File: src/ssts_pkg.sv
// Purpose: Shared constants of the serial transmit and status channel.
// Assumes: One channel; registers reached through a pointer.
// Notes:   Bit positions are within the 8-bit register bytes.

package ssts_pkg;

  // ---------------------------------------------------------------
  // Register pointers and commands
  // ---------------------------------------------------------------
  localparam logic [2:0] PTR_CMD    = 3'h0;
  localparam logic [2:0] PTR_INTCTL = 3'h1;
  localparam logic [2:0] PTR_RXCTL  = 3'h3;
  localparam logic [2:0] PTR_MODE   = 3'h4;
  localparam logic [2:0] PTR_TXCTL  = 3'h5;
  localparam logic [2:0] PTR_SYNC1  = 3'h6;
  localparam logic [2:0] PTR_SYNC2  = 3'h7;
  localparam logic [2:0] CMD_RST_EXT  = 3'h2;
  localparam logic [2:0] CMD_CHAN_RST = 3'h3;
  localparam logic [2:0] CMD_RST_TXIP = 3'h5;
  localparam logic [1:0] CRC_CMD_RST   = 2'h2;
  localparam logic [1:0] CRC_CMD_UNDER = 2'h3;
  localparam logic [7:0] REG_RST = 8'h00;

  // ---------------------------------------------------------------
  // Field positions
  // ---------------------------------------------------------------
  localparam int INT_EXT_IE = 0;
  localparam int INT_TX_IE  = 1;
  localparam int RX_EN      = 0;
  localparam int RX_AUTO    = 5;
  localparam int TX_CRCEN   = 0;
  localparam int TX_RTS     = 1;
  localparam int TX_POLY    = 2;
  localparam int TX_EN      = 3;
  localparam int TX_BRK     = 4;
  localparam int TX_LEN     = 5;
  localparam int TX_DTR     = 7;
  localparam int MD_PAR_EN  = 0;
  localparam int MD_EVEN    = 1;
  localparam int MD_STOP    = 2;
  localparam int MD_SYNC    = 4;
  localparam int MD_MULT    = 6;
  localparam int ST_IP      = 1;
  localparam int ST_TXBE    = 2;
  localparam int ST_CD      = 3;
  localparam int ST_SYNC    = 4;
  localparam int ST_CTS     = 5;
  localparam int ST_UNDER   = 6;
  localparam int ST_BRK     = 7;
  localparam logic [1:0] SYNC_16 = 2'h1;
  localparam logic [15:0] POLY_CRC16 = 16'h8005;
  localparam logic [15:0] POLY_ALT   = 16'h1021;
  localparam logic [15:0] CRC_INIT   = 16'h0000;

  // ---------------------------------------------------------------
  // Types and decoders
  // ---------------------------------------------------------------
  typedef enum logic [1:0] {
    S_OFF   = 2'b00,
    S_SHIFT = 2'b01,
    S_STOP  = 2'b10
  } ssts_state_t;

  typedef enum logic [1:0] {
    K_SYNC = 2'b00,
    K_DATA = 2'b01,
    K_CRC  = 2'b10
  } ssts_kind_t;

  function automatic logic [3:0] len_of(input logic [1:0] code);
    case (code)
      2'b00:   len_of = 4'd5;
      2'b01:   len_of = 4'd7;
      2'b10:   len_of = 4'd6;
      default: len_of = 4'd8;
    endcase
  endfunction

  function automatic logic [6:0] mult_of(input logic [1:0] code);
    case (code)
      2'b00:   mult_of = 7'd1;
      2'b01:   mult_of = 7'd16;
      2'b10:   mult_of = 7'd32;
      default: mult_of = 7'd64;
    endcase
  endfunction

  function automatic logic [15:0] rev16(input logic [15:0] x);
    for (int i = 0; i < 16; i++) begin
      rev16[i] = x[15 - i];
    end
  endfunction

endpackage

File: src/ssts_crc16.sv
// Purpose: Bit-serial transmit CRC generator.
// Assumes: Bits arrive in line order, one per bit_v pulse.
// Notes:   Clear has priority over an accumulated bit.
`timescale 1ns/1ps

module ssts_crc16 (
  // Clock and control
  input  wire logic        clk,
  input  wire logic        rst,
  input  wire logic        ce,
  // Bit stream
  input  wire logic        clr,
  input  wire logic        bit_v,
  input  wire logic        bit_in,
  input  wire logic        poly_sel,
  // Result
  output logic      [15:0] crc_ff
);

  logic [15:0] nxt_crc;
  logic [15:0] poly;

  always_comb begin
    poly    = poly_sel ? ssts_pkg::POLY_CRC16 : ssts_pkg::POLY_ALT;
    nxt_crc = crc_ff;
    if (clr) begin
      nxt_crc = ssts_pkg::CRC_INIT;
    end else if (bit_v) begin
      nxt_crc = {crc_ff[14:0], 1'b0} ^
                ((bit_in ^ crc_ff[15]) ? poly : 16'h0000);
    end
  end

  always_ff @(posedge clk or posedge rst) begin
    if (rst) begin
      crc_ff <= 16'h0000;
    end else if (ce) begin
      crc_ff <= nxt_crc;
    end
  end

endmodule // ssts_crc16

File: src/ssts_top.sv
// Purpose: One serial channel: status latches and transmitter.
// Assumes: Host strobes are synchronous to clk; link pins are not.
// Notes:   Receiver data path is absent; only break is watched.
`timescale 1ns/1ps

module ssts_top #(
  parameter int unsigned BRK_BITS = 16
) (
  // Clock and control
  input  wire logic       clk,
  input  wire logic       rst,
  input  wire logic       ce,
  // Host port
  input  wire logic       wr_stb,
  input  wire logic       rd_stb,
  input  wire logic       sel_ctrl,
  input  wire logic [7:0] wdata,
  output logic      [7:0] rdata_ff,
  output logic            host_wait_ff,
  output logic            irq_ff,
  output logic            tx_dma_req_ff,
  // Link pins
  input  wire logic       transmit_clock,
  input  wire logic       receive_clock,
  input  wire logic       rxd,
  input  wire logic       cts_n,
  input  wire logic       cd_n,
  input  wire logic       sync_detect_pin,
  output logic            txd_ff,
  output logic            rts_n_ff,
  output logic            dtr_n_ff
);

  // ---------------------------------------------------------------
  // Pin synchronisers
  // ---------------------------------------------------------------
  logic [5:0] s1_ff;
  logic [5:0] s2_ff;
  logic [1:0] s3_ff;
  logic       tx_fall;
  logic       rx_rise;

  always_ff @(posedge clk or posedge rst) begin
    if (rst) begin
      // Reset to the pins' idle levels so no false change is latched.
      s1_ff <= 6'h1f;
      s2_ff <= 6'h1f;
      s3_ff <= 2'h3;
    end else if (ce) begin
      s1_ff <= {sync_detect_pin, cd_n, cts_n, rxd,
                receive_clock, transmit_clock};
      s2_ff <= s1_ff;
      s3_ff <= s2_ff[1:0];
    end
  end

  assign tx_fall = !s2_ff[0] && s3_ff[0];
  assign rx_rise = s2_ff[1] && !s3_ff[1];

  // ---------------------------------------------------------------
  // State declarations
  // ---------------------------------------------------------------
  logic [2:0]  ptr_ff, nxt_ptr;
  logic [7:0]  intctl_ff, nxt_intctl;
  logic [7:0]  rxctl_ff, nxt_rxctl;
  logic [7:0]  mode_ff, nxt_mode;
  logic [7:0]  txctl_ff, nxt_txctl;
  logic [7:0]  sync1_ff, nxt_sync1;
  logic [7:0]  sync2_ff, nxt_sync2;
  logic [7:0]  buf_ff, nxt_buf;
  logic [7:0]  pdata_ff, nxt_pdata;
  logic        full_ff, nxt_full;
  logic        pend_ff, nxt_pend;
  logic        txip_ff, nxt_txip;
  logic        extip_ff, nxt_extip;
  logic        latch_ff, nxt_latch;
  logic [3:0]  snap_ff, nxt_snap;
  logic        under_ff, nxt_under;
  logic [7:0]  brk_ff, nxt_brk;
  logic [7:0]  nxt_rdata;
  logic        nxt_irq, nxt_dma;
  logic [15:0] crc_q;
  ssts_pkg::ssts_state_t state_ff, nxt_state;
  ssts_pkg::ssts_kind_t  kind_ff, nxt_kind;
  logic [15:0] sh_ff, nxt_sh;
  logic [4:0]  nbits_ff, nxt_nbits;
  logic [7:0]  div_ff, nxt_div;
  logic        crcinc_ff, nxt_crcinc;
  logic        nxt_txd;
  logic        ld_data, ev_under, ev_fill, ev_txip, bit_v, do_load;
  logic        cmd_wr, chan_rst, crc_clr, cts_act, txen, is_async;
  logic        crc_busy, brk_live;
  logic [3:0]  live, clen;
  logic [6:0]  mult;
  logic [7:0]  stop_edges, st, dmask;

  assign cmd_wr   = wr_stb && sel_ctrl && ptr_ff == ssts_pkg::PTR_CMD;
  assign chan_rst = cmd_wr && wdata[5:3] == ssts_pkg::CMD_CHAN_RST;
  assign crc_clr  = chan_rst ||
                    (cmd_wr && wdata[7:6] == ssts_pkg::CRC_CMD_RST);
  assign cts_act  = !s2_ff[3];
  assign brk_live = brk_ff == 8'(BRK_BITS);
  assign live     = {brk_live, cts_act, s2_ff[5], !s2_ff[4]};
  assign crc_busy = state_ff == ssts_pkg::S_SHIFT &&
                    kind_ff == ssts_pkg::K_CRC;
  assign st = {snap_ff[3], under_ff, snap_ff[2], snap_ff[1], snap_ff[0],
               !full_ff && !crc_busy, txip_ff || extip_ff, 1'b0};

  // ---------------------------------------------------------------
  // Host registers and status latches
  // ---------------------------------------------------------------
  always_comb begin
    nxt_ptr    = ptr_ff;
    nxt_intctl = intctl_ff;
    nxt_rxctl  = rxctl_ff;
    nxt_mode   = mode_ff;
    nxt_txctl  = txctl_ff;
    nxt_sync1  = sync1_ff;
    nxt_sync2  = sync2_ff;
    nxt_buf    = buf_ff;
    nxt_pdata  = pdata_ff;
    nxt_full   = full_ff && !ld_data;
    nxt_pend   = pend_ff;
    nxt_txip   = txip_ff;
    nxt_extip  = extip_ff;
    nxt_latch  = latch_ff;
    nxt_snap   = snap_ff;
    nxt_under  = under_ff;
    nxt_brk    = brk_ff;
    nxt_rdata  = rdata_ff;
    if (wr_stb && sel_ctrl) begin
      if (ptr_ff == ssts_pkg::PTR_CMD) begin
        nxt_ptr = wdata[2:0];
        if (wdata[5:3] == ssts_pkg::CMD_RST_EXT) begin
          nxt_latch = 1'b0;
          nxt_extip = 1'b0;
        end
        if (wdata[5:3] == ssts_pkg::CMD_RST_TXIP) begin
          nxt_txip = 1'b0;
        end
        if (wdata[7:6] == ssts_pkg::CRC_CMD_UNDER) begin
          nxt_under = 1'b0;
        end
      end else begin
        nxt_ptr = ssts_pkg::PTR_CMD;
        case (ptr_ff)
          ssts_pkg::PTR_INTCTL: nxt_intctl = wdata;
          ssts_pkg::PTR_RXCTL:  nxt_rxctl  = wdata;
          ssts_pkg::PTR_MODE:   nxt_mode   = wdata;
          ssts_pkg::PTR_TXCTL:  nxt_txctl  = wdata;
          ssts_pkg::PTR_SYNC1:  nxt_sync1  = wdata;
          ssts_pkg::PTR_SYNC2:  nxt_sync2  = wdata;
          default:              nxt_ptr    = ssts_pkg::PTR_CMD;
        endcase
      end
    end
    // A data write finding the buffer full is held and waited on.
    if ((wr_stb && !sel_ctrl) || pend_ff) begin
      if (!full_ff || ld_data) begin
        nxt_buf  = pend_ff ? pdata_ff : wdata;
        nxt_full = 1'b1;
        nxt_pend = 1'b0;
        nxt_txip = 1'b0;
      end else if (!pend_ff) begin
        nxt_pend  = 1'b1;
        nxt_pdata = wdata;
      end
    end
    if (ev_txip) begin
      nxt_txip = 1'b1;
    end
    if (ev_under) begin
      nxt_under = 1'b1;
    end
    if (rx_rise) begin
      nxt_brk = s2_ff[2] ? 8'h00 : (brk_live ? brk_ff : brk_ff + 8'h01);
    end
    // Detection runs only while unlatched, so a reset always releases.
    if (!latch_ff && (live != snap_ff || ev_under || ev_fill)) begin
      nxt_latch = 1'b1;
      nxt_extip = nxt_extip || intctl_ff[ssts_pkg::INT_EXT_IE];
    end
    if (!latch_ff) begin
      nxt_snap = live;
    end
    if (chan_rst) begin
      nxt_ptr    = ssts_pkg::PTR_CMD;
      nxt_intctl = ssts_pkg::REG_RST;
      nxt_rxctl  = ssts_pkg::REG_RST;
      nxt_txctl  = ssts_pkg::REG_RST;
      nxt_full   = 1'b0;
      nxt_pend   = 1'b0;
      nxt_txip   = 1'b0;
      nxt_extip  = 1'b0;
      nxt_latch  = 1'b0;
      nxt_under  = 1'b1;
    end
    if (rd_stb) begin
      nxt_rdata = (sel_ctrl && ptr_ff == ssts_pkg::PTR_CMD) ? st : 8'h00;
    end
    nxt_irq = nxt_extip ||
              (nxt_txip && nxt_intctl[ssts_pkg::INT_TX_IE]);
    nxt_dma = !nxt_full && nxt_txctl[ssts_pkg::TX_EN];
  end

  always_ff @(posedge clk or posedge rst) begin
    if (rst) begin
      ptr_ff        <= ssts_pkg::PTR_CMD;
      intctl_ff     <= ssts_pkg::REG_RST;
      rxctl_ff      <= ssts_pkg::REG_RST;
      mode_ff       <= ssts_pkg::REG_RST;
      txctl_ff      <= ssts_pkg::REG_RST;
      sync1_ff      <= ssts_pkg::REG_RST;
      sync2_ff      <= ssts_pkg::REG_RST;
      buf_ff        <= 8'h00;
      pdata_ff      <= 8'h00;
      full_ff       <= 1'b0;
      pend_ff       <= 1'b0;
      txip_ff       <= 1'b0;
      extip_ff      <= 1'b0;
      latch_ff      <= 1'b0;
      snap_ff       <= 4'h0;
      under_ff      <= 1'b1;
      brk_ff        <= 8'h00;
      rdata_ff      <= 8'h00;
      irq_ff        <= 1'b0;
      tx_dma_req_ff <= 1'b0;
      host_wait_ff  <= 1'b0;
      rts_n_ff      <= 1'b1;
      dtr_n_ff      <= 1'b1;
    end else if (ce) begin
      ptr_ff        <= nxt_ptr;
      intctl_ff     <= nxt_intctl;
      rxctl_ff      <= nxt_rxctl;
      mode_ff       <= nxt_mode;
      txctl_ff      <= nxt_txctl;
      sync1_ff      <= nxt_sync1;
      sync2_ff      <= nxt_sync2;
      buf_ff        <= nxt_buf;
      pdata_ff      <= nxt_pdata;
      full_ff       <= nxt_full;
      pend_ff       <= nxt_pend;
      txip_ff       <= nxt_txip;
      extip_ff      <= nxt_extip;
      latch_ff      <= nxt_latch;
      snap_ff       <= nxt_snap;
      under_ff      <= nxt_under;
      brk_ff        <= nxt_brk;
      rdata_ff      <= nxt_rdata;
      irq_ff        <= nxt_irq;
      tx_dma_req_ff <= nxt_dma;
      host_wait_ff  <= nxt_pend;
      rts_n_ff      <= !nxt_txctl[ssts_pkg::TX_RTS];
      dtr_n_ff      <= !nxt_txctl[ssts_pkg::TX_DTR];
    end
  end

  // ---------------------------------------------------------------
  // Transmit engine
  // ---------------------------------------------------------------
  always_comb begin
    is_async = mode_ff[3:2] != 2'b00;
    mult     = is_async ? ssts_pkg::mult_of(mode_ff[7:6]) : 7'd1;
    // Half-bit stop units; 1.5 stop bits needs a x16 clock or faster.
    stop_edges = 8'(({7'h00, mode_ff[3:2]} + 9'h001) * {2'b00, mult} >> 1);
    clen  = ssts_pkg::len_of(txctl_ff[6:5]);
    dmask = 8'hff >> (4'd8 - clen);
    txen  = txctl_ff[ssts_pkg::TX_EN] && !chan_rst &&
            (!rxctl_ff[ssts_pkg::RX_AUTO] || cts_act);
    nxt_state  = state_ff;
    nxt_kind   = kind_ff;
    nxt_sh     = sh_ff;
    nxt_nbits  = nbits_ff;
    nxt_div    = div_ff;
    nxt_crcinc = crcinc_ff;
    ld_data    = 1'b0;
    ev_under   = 1'b0;
    ev_fill    = 1'b0;
    ev_txip    = 1'b0;
    bit_v      = 1'b0;
    do_load    = 1'b0;
    if (!txen) begin
      nxt_state = ssts_pkg::S_OFF;
      nxt_kind  = ssts_pkg::K_SYNC;
    end else if (tx_fall) begin
      case (state_ff)
        ssts_pkg::S_OFF: begin
          do_load = !is_async || full_ff;
        end
        ssts_pkg::S_SHIFT: begin
          if (div_ff != 8'h01) begin
            nxt_div = div_ff - 8'h01;
          end else begin
            bit_v = crcinc_ff;
            if (nbits_ff != 5'd1) begin
              nxt_sh    = {1'b1, sh_ff[15:1]};
              nxt_nbits = nbits_ff - 5'd1;
              nxt_div   = {1'b0, mult};
            end else if (is_async) begin
              nxt_state = ssts_pkg::S_STOP;
              nxt_div   = stop_edges;
            end else begin
              do_load = 1'b1;
            end
          end
        end
        ssts_pkg::S_STOP: begin
          if (div_ff > 8'h01) begin
            nxt_div = div_ff - 8'h01;
          end else begin
            do_load = 1'b1;
          end
        end
        default: nxt_state = ssts_pkg::S_OFF;
      endcase
    end
    if (do_load) begin
      nxt_state = ssts_pkg::S_SHIFT;
      nxt_div   = {1'b0, mult};
      nxt_crcinc = 1'b0;
      if (full_ff) begin
        ld_data  = 1'b1;
        nxt_kind = ssts_pkg::K_DATA;
        ev_txip  = 1'b1;
        nxt_crcinc = !is_async && txctl_ff[ssts_pkg::TX_CRCEN];
        if (is_async) begin
          nxt_sh = {7'h00, buf_ff & dmask, 1'b0};
          if (mode_ff[ssts_pkg::MD_PAR_EN]) begin
            nxt_sh[clen + 4'd1] = mode_ff[ssts_pkg::MD_EVEN] ?
                                  ^(buf_ff & dmask) : ~^(buf_ff & dmask);
          end
          nxt_nbits = 5'd1 + {1'b0, clen} +
                      {4'h0, mode_ff[ssts_pkg::MD_PAR_EN]};
        end else begin
          nxt_sh    = {8'hff, buf_ff};
          nxt_nbits = {1'b0, clen};
        end
      end else if (is_async) begin
        nxt_state = ssts_pkg::S_OFF;
      end else if (under_ff || kind_ff == ssts_pkg::K_CRC) begin
        nxt_kind = ssts_pkg::K_SYNC;
        ev_fill  = kind_ff == ssts_pkg::K_DATA;
        ev_txip  = kind_ff == ssts_pkg::K_CRC;
        if (mode_ff[5:4] == ssts_pkg::SYNC_16) begin
          nxt_sh    = {sync2_ff, sync1_ff};
          nxt_nbits = 5'd16;
        end else begin
          nxt_sh    = {8'hff, sync1_ff};
          nxt_nbits = 5'd8;
        end
      end else begin
        nxt_kind  = ssts_pkg::K_CRC;
        ev_under  = 1'b1;
        nxt_sh    = ssts_pkg::rev16(crc_q);
        nxt_nbits = 5'd16;
      end
    end
    if (nxt_txctl[ssts_pkg::TX_BRK]) begin
      nxt_txd = 1'b0;
    end else if (nxt_state == ssts_pkg::S_SHIFT) begin
      nxt_txd = nxt_sh[0];
    end else begin
      nxt_txd = 1'b1;
    end
  end

  always_ff @(posedge clk or posedge rst) begin
    if (rst) begin
      state_ff  <= ssts_pkg::S_OFF;
      kind_ff   <= ssts_pkg::K_SYNC;
      sh_ff     <= 16'hffff;
      nbits_ff  <= 5'd0;
      div_ff    <= 8'h00;
      crcinc_ff <= 1'b0;
      txd_ff    <= 1'b1;
    end else if (ce) begin
      state_ff  <= nxt_state;
      kind_ff   <= nxt_kind;
      sh_ff     <= nxt_sh;
      nbits_ff  <= nxt_nbits;
      div_ff    <= nxt_div;
      crcinc_ff <= nxt_crcinc;
      txd_ff    <= nxt_txd;
    end
  end

  ssts_crc16 ssts_crc16_inst (
    .clk      (clk),
    .rst      (rst),
    .ce       (ce),
    .clr      (crc_clr),
    .bit_v    (bit_v),
    .bit_in   (sh_ff[0]),
    .poly_sel (txctl_ff[ssts_pkg::TX_POLY]),
    .crc_ff   (crc_q)
  );
endmodule // ssts_top

File: config.mk
export PLATFORM = sky130hd
export DESIGN_NAME = ssts_top
export DESIGN_NICKNAME = d
export VERILOG_FILES = /design/src/ssts_pkg.sv /design/src/ssts_crc16.sv /design/src/ssts_top.sv
export SDC_FILE = /design/constraint.sdc
export NUM_CORES = 1
export LEC_CHECK = 0
export CAP_MARGIN = 20
export CELL_PAD_IN_SITES_DETAIL_PLACEMENT = 1
export CELL_PAD_IN_SITES_GLOBAL_PLACEMENT = 2
export CORE_ASPECT_RATIO = 1.5
export CORE_MARGIN = 10
export CORE_UTILIZATION = 40
export DETAILED_ROUTE_END_ITERATION = 6
export DONT_BUFFER_PORTS = 1
export MAX_ROUTING_LAYER = met4
export PLACE_DENSITY_LB_ADDON = 0.2
export SETUP_SLACK_MARGIN = 0.1
export SYNTH_ARGS = -nofsm -noshare
export SYNTH_HDL_FRONTEND = slang
export SYNTH_SLANG_ARGS = --single-unit
File: constraint.sdc
create_clock -name clk -period 6.7 [get_ports clk]
set_input_delay 1.34 -clock clk [delete_from_list [all_inputs] [get_ports clk]]
set_output_delay 1.34 -clock clk [all_outputs]
set_load 0.05 [all_outputs]
# Word-level counts from Yosys, hierarchy flattened
# Cells that the tools add are included.
[totals]
ff_bits = 154
inputBits = 20
output_inout_bits = 14
wordCells = 299
[classes]
add_sub_neg = 8
n_mul = 1
n_lt_le_gt_ge = 3
eq_ne = 29
shifts = 1
n_mux = 131
bitwise = 6
n_reduce_logical = 85
[ops]
columns = ["op", "count"]
rows = [
  ["two-way mux 16 bit", 16],
  ["two-way mux 8 bit", 15],
  ["two-way mux 1 bit", 59],
  ["two-way mux 5 bit", 11],
  ["AND reduction 4 bit", 8],
  ["two-way mux 2 bit", 15],
  ["two-way mux 6 bit", 4],
  ["one-hot mux 7 bit (3 select lines)", 1],
  ["nonzero test 3 bit", 7],
  ["logical AND 1 bit", 18],
  ["nonzero test 2 bit", 9],
  ["bitwise mux 16 bit", 1],
  ["one-hot mux 8 bit (2 select lines)", 1],
  ["bitwise XOR 16 bit", 1],
  ["equality test 3 bit (second input constant)", 5],
  ["zero test 1 bit", 15],
  ["equality test 2 x 1 -> 1 bit (second input constant)", 6],
  ["equality test 2 bit (second input constant)", 6],
  ["one-hot mux 4 bit (3 select lines)", 1],
  ["AND reduction 2 bit", 6],
  ["logical OR 1 bit", 11],
  ["equality test 3 x 2 -> 1 bit (second input constant)", 3],
  ["multiplier 3 x 7 -> 9 bit", 1],
  ["two-way mux 3 bit", 3],
  ["34 further kinds", 41],
]

# Logic depth before layout (Yosys ltp)
[depth]
word_depth = 15
depth_mapped = 15

# By module
# From an unflattened synthesis, not the netlist that was laid out.
[hier_totals]
cells_unflattened = 842
hier_area_um2 = 8441.8
[modules_own_cells]
columns = ["mod", "instances", "cells_per_inst", "area_per_inst_um2", "seq_area_each_um2"]
rows = [
  ["ssts_top", 1, 766, 7698.6, 3343.2],
  ["ssts_crc16", 1, 76, 743.2, 400.4],
]

# Worst setup path after synthesis
# Ideal clock, no wire load.
[synth_path]
path_kind = "in2reg"
startpoint = "input wdata[5]"
endpoint = "register pdata_ff[0]"
setup_ns = 0.125
arrival_time_ns = 3.189
path_slack_ns = 3.386
cell_stages = 9
n_path_buf = 2
cell_sequence = "buf_6 nand3b_1 o31ai_4 nor2_4 nand2_4 nand2_1 or3_1 buf_6 mux2_4"
[synth_via]
elab_chain_cells = 10
[synth_rtl]
columns = ["item", "line", "text"]
rows = [
  ["start: declaration", "ssts_top.sv:17", "input wire logic [7:0] wdata,"],
  ["equality test 3 x 2 -> 1 bit", "ssts_top.sv:98", "assign chan_rst = cmd_wr && wdata[5:3] == ssts_pkg::CMD_CHAN_RST;"],
  ["logical AND 1 bit", "ssts_top.sv:98", ""],
  ["zero test 1 bit", "ssts_top.sv:268", "txen = txctl_ff[ssts_pkg::TX_EN] && !chan_rst &&"],
  ["logical AND 1 bit (2 in series)", "ssts_top.sv:268", ""],
  ["two-way mux 1 bit", "ssts_top.sv:282", "if (!txen) begin"],
  ["two-way mux 1 bit", "ssts_top.sv:317", "if (do_load) begin"],
  ["logical OR 1 bit", "ssts_top.sv:159", "if (!full_ff || ld_data) begin"],
  ["inverter 1 bit (no line)", "-", ""],
  ["AND reduction 3 bit (no line)", "-", ""],
  ["end signal: assignment", "ssts_top.sv:240", "pdata_ff <= nxt_pdata;"],
  ["end: declaration", "ssts_top.sv:71", "logic [7:0] pdata_ff, nxt_pdata;"],
]
# No other way between the ends.
# A chain may end at the register's enable or synchronous reset.

# Worst setup path in the final report
[layout_path]
startpoint = "register mode_ff[2]"
endpoint = "register div_ff[7]"
[layout_via]
elab_chain_cells = 10
word_cells_on_any_way = 25
classes_between = "add/sub: 1; mul: 1; eq/ne: 2; mux: 14; reduce/logical: 7"
[layout_rtl]
columns = ["item", "line", "text"]
rows = [
  ["start: declaration", "ssts_top.sv:66", "logic [7:0] mode_ff, nxt_mode;"],
  ["start signal: assignment", "ssts_top.sv:211", "mode_ff <= ssts_pkg::REG_RST;"],
  ["start signal: assignment", "ssts_top.sv:235", "mode_ff <= nxt_mode;"],
  ["parallel branches: the longest is 10 deep, another holds multiplier 3 x 7 -> 9 bit", "-", ""],
  ["end signal: assignment", "ssts_top.sv:381", "div_ff <= nxt_div;"],
  ["end: declaration", "ssts_top.sv:87", "logic [7:0] div_ff, nxt_div;"],
]
# Parallel ways; which one is timed is not known. The select of a mux whose other input is x is not followed.

==> results.cfg <==
[status]
run_status = finished clean

[setup_path]
cp.required_ns = 7.02
r2r_end = div_ff[7]
critPathSlowestCell = fa_1
path_buf_inv = 4
path_class = flip-flop to flip-flop
crit_path_frequent_cell = inv_1
worst_setup_path_start_kind = flip-flop
worst-path-stages = 14
path_cells = inv_1 -> ha_1 -> buf_4 -> nor3b_1 -> nand2_1 -> fa_1 -> inv_1 -> ha_1 -> inv_1 -> fa_1 -> xor2_1 -> xnor2_1 -> o32ai_1 -> a32o_1
critical_path_arrival_ns = 3.85
cp_max_fo = 41
cp-end-kind = flip-flop
r2r_start = mode_ff[2]
reg2reg_depth = 14
cpPeakStageDelay_ns = 0.48
crit_family = adder cells
ff2ff_setup_slack_ns = 3.17

[grt]
grt_pass1_wl_um = 39600
overflow = 0
grt_usage_pct = 19.8
grt_max_degree = 77
grt_pass1_vias = 6784
antenna_found_initial = 0

[sta]
fin_ws_ns = 3.17
setup_violations = 0
fin_crit_sh_pct = 52.7
fin_crit_ns = 3.53
slew_headroom_pct = 29.3
tightestPinTransition_ns = 1.06
drv_slew = 0
max_freq_ghz = 0.283
fin_worst_skew_ns = 0.0120
holdWs_ns = 0.489
rsz0062_at_grt = false
fin_tns_setup_ns = 0
timing_hold_violations_final = 0

[detailed_routing]
highest-signal-layer = met4
wirelength_met1_um = 9830
drc = 0
wire_per_inst_um = 22.7
vias = 6237
wl_um = 24600
drtAntennaViolNets = 0
viasPerCell = 5.75
met3WireLength_um = 789
firstDrtPassIters = 4
wl_met2_um = 13100
dr.first_iter.drc_count = 370

[clock_network]
cts_max_path_buffers = 2
cts.sinks = 148
clkSlewWorstSetupHoldPaths_ns = 0.06
cts-buffers-inserted = 17
cts_resized = 0
clock_latency_ns = 0.44
cts-root-buf = clkbuf_16
ctsHoldBuffers = 0
h-tree-depth = 4
cts_tree = built
post_cts_buffers = 0

[synthesis]
ys_warn_count = 0
synth_edf_count = 0
synth_fp_nets = 867
syn_inst = 825
synth_top_area_share_pct = 36.0
yosysTopAreaCell = dfrtp_1
async_flop_share_pct = 100
yosysUniqueCellTypes = 77
synth_common_cells = dfrtp_1 (116), nand2_1 (108), nor2_1 (65)
avgSynthCellArea_um2 = 9.77
yosysSeqAreaShare_pct = 46.5
synth-seq-cells = 148
synth_ff_type = dfrtp_1
yosys-top-cells-area = dfrtp_1 (36%), dfstp_2 (10%), mux2_2 (5.6%)
synth.most_common_cell = dfrtp_1
syn_area_um2 = 8060

[final_layout]
num_antenna_cells = 0
area_delta_synth_final_pct = 9.46
drive_gt1_share_pct = 16.0
final_nets = 854

[place]
hpwl_um = 17900
place_congestion = 0.882
portBuffers = 0
place_worst_setup_slack_ns = 2.80

[power]
peakVddDrop_mv = 0.183
power_w = 0.00322
p_per_area_nw_per_um2 = 365
leakage_nw = 3.68

[worst_hold_path]
worst_hold_path_type = flip-flop to flip-flop
hp-start = intctl_ff[1]
whs_endpoint = intctl_ff[1]
hold_depth = 1

[floorplanning]
die-area_um2 = 26300
row_count = 63
fp.dieW_um = 136
core_um2 = 19800
die_h_um = 194
start_util_pct = 40.7
num_io_pins = 34

[run]
drv_cap = 0
-- area by class of cell --
type,count,area [um^2]
clock buffers,20,437
clock inverters,12,106
fillers,2242,11000
inverters,27,106
multi-input cells,611,4040
flip-flops and latches,148,3740
well taps,260,325
repair buffers,7,57.6
-- layer usage --
layer | vias to the layer above | GRT usage [%]
met2 | 97 | 33.9
li1 | 2917 | -
met1 | 3188 | 21.8
met3 | 35 | 3.58
met4 | 0 | 8.56
met5 | - | -
-- layout by cell type (no fill, tap or decap), types with 5 or more instances in the layout --
master     count
mux2_2        40
clkbuf_16     17
inv_1         25
and3_1         5
o21ai_0       57
dfstp_2       32
o31ai_1        7
a32o_1        10
a221oi_1       7
and2_1         7
o22ai_1        7
nand3_1       27
a21oi_1       42
nor2b_1        6
nor3_1        12
nor2_1        65
nand2_1      108
nand4_1       10
mux2_4         8
a21o_1         7
mux2i_1       17
ha_1          19
o21ai_1       11
dfrtp_1      116
nand2b_1      13
buf_4          5
nor3b_1        6
a22oi_1        8
xnor2_1       14
nor4_1         5
xor2_1        12
a22o_1        10
-- report_power, final --
group	internal, W	switching, W	leakage (nW)
clock network	0.000511	0.000395	0.257
registers	0.00114	0.000270	1.85
logic	0.000386	0.000517	1.57
total	0.00204	0.00118	3.68
-- stage by stage --
| step | std cells | area [um^2] | utilization (%) |
|---|---|---|---|
| finish | 1085 | 8820 | 44.6 |
| CTS | 1083 | 8800 | 44.5 |
| detailed placement | 1051 | 8260 | 41.7 |
| global placement | 1051 | 8260 | 41.7 |
| global route | 1085 | 8820 | 44.6 |
| floorplan | 825 | 8060 | - |
-- cells by family after synthesis --
kind of cell,share of synthesized area [%]
AOI/OAI and AO/OA,17.0
xor gates and xnor gates,3.03
adders and majority gates,3.70
buffers and inverters,3.35
DFF,46.5
muxes,9.19
other,0.0465
and+or+nand+nor,17.2
-- flip-flops by register name, summed over array words and instances, names as in the netlist, 2 cells and up --
| signal | flops |
|---|---|
| s2_ff | 6 |
| kind_ff | 2 |
| brk_ff | 8 |
| div_ff | 8 |
| mode_ff | 8 |
| txctl_ff | 8 |
| s3_ff | 2 |
| nbits_ff | 5 |
| snap_ff | 4 |
| rdata_ff | 7 |
| ssts_crc16_inst.crc_ff | 16 |
| state_ff | 2 |
| s1_ff | 6 |
| buf_ff | 8 |
| sh_ff | 16 |
| sync2_ff | 8 |
| intctl_ff | 2 |
| ptr_ff | 3 |
| sync1_ff | 8 |
| pdata_ff | 8 |
-- worst max-delay path by stage --
stage                     from                         to  slack, ns
floorplan                  rst                  brk_ff[0]       1.43
global placement      wdata[5]  ssts_crc16_inst.crc_ff[2]       2.86
detailed placement    wdata[5]  ssts_crc16_inst.crc_ff[5]       2.80
CTS                 mode_ff[2]                  div_ff[7]       3.12
global route        mode_ff[2]                  div_ff[7]       2.85
finish              mode_ff[2]                  div_ff[7]       3.17
No activity file was read; power rests on OpenSTA's default activity.
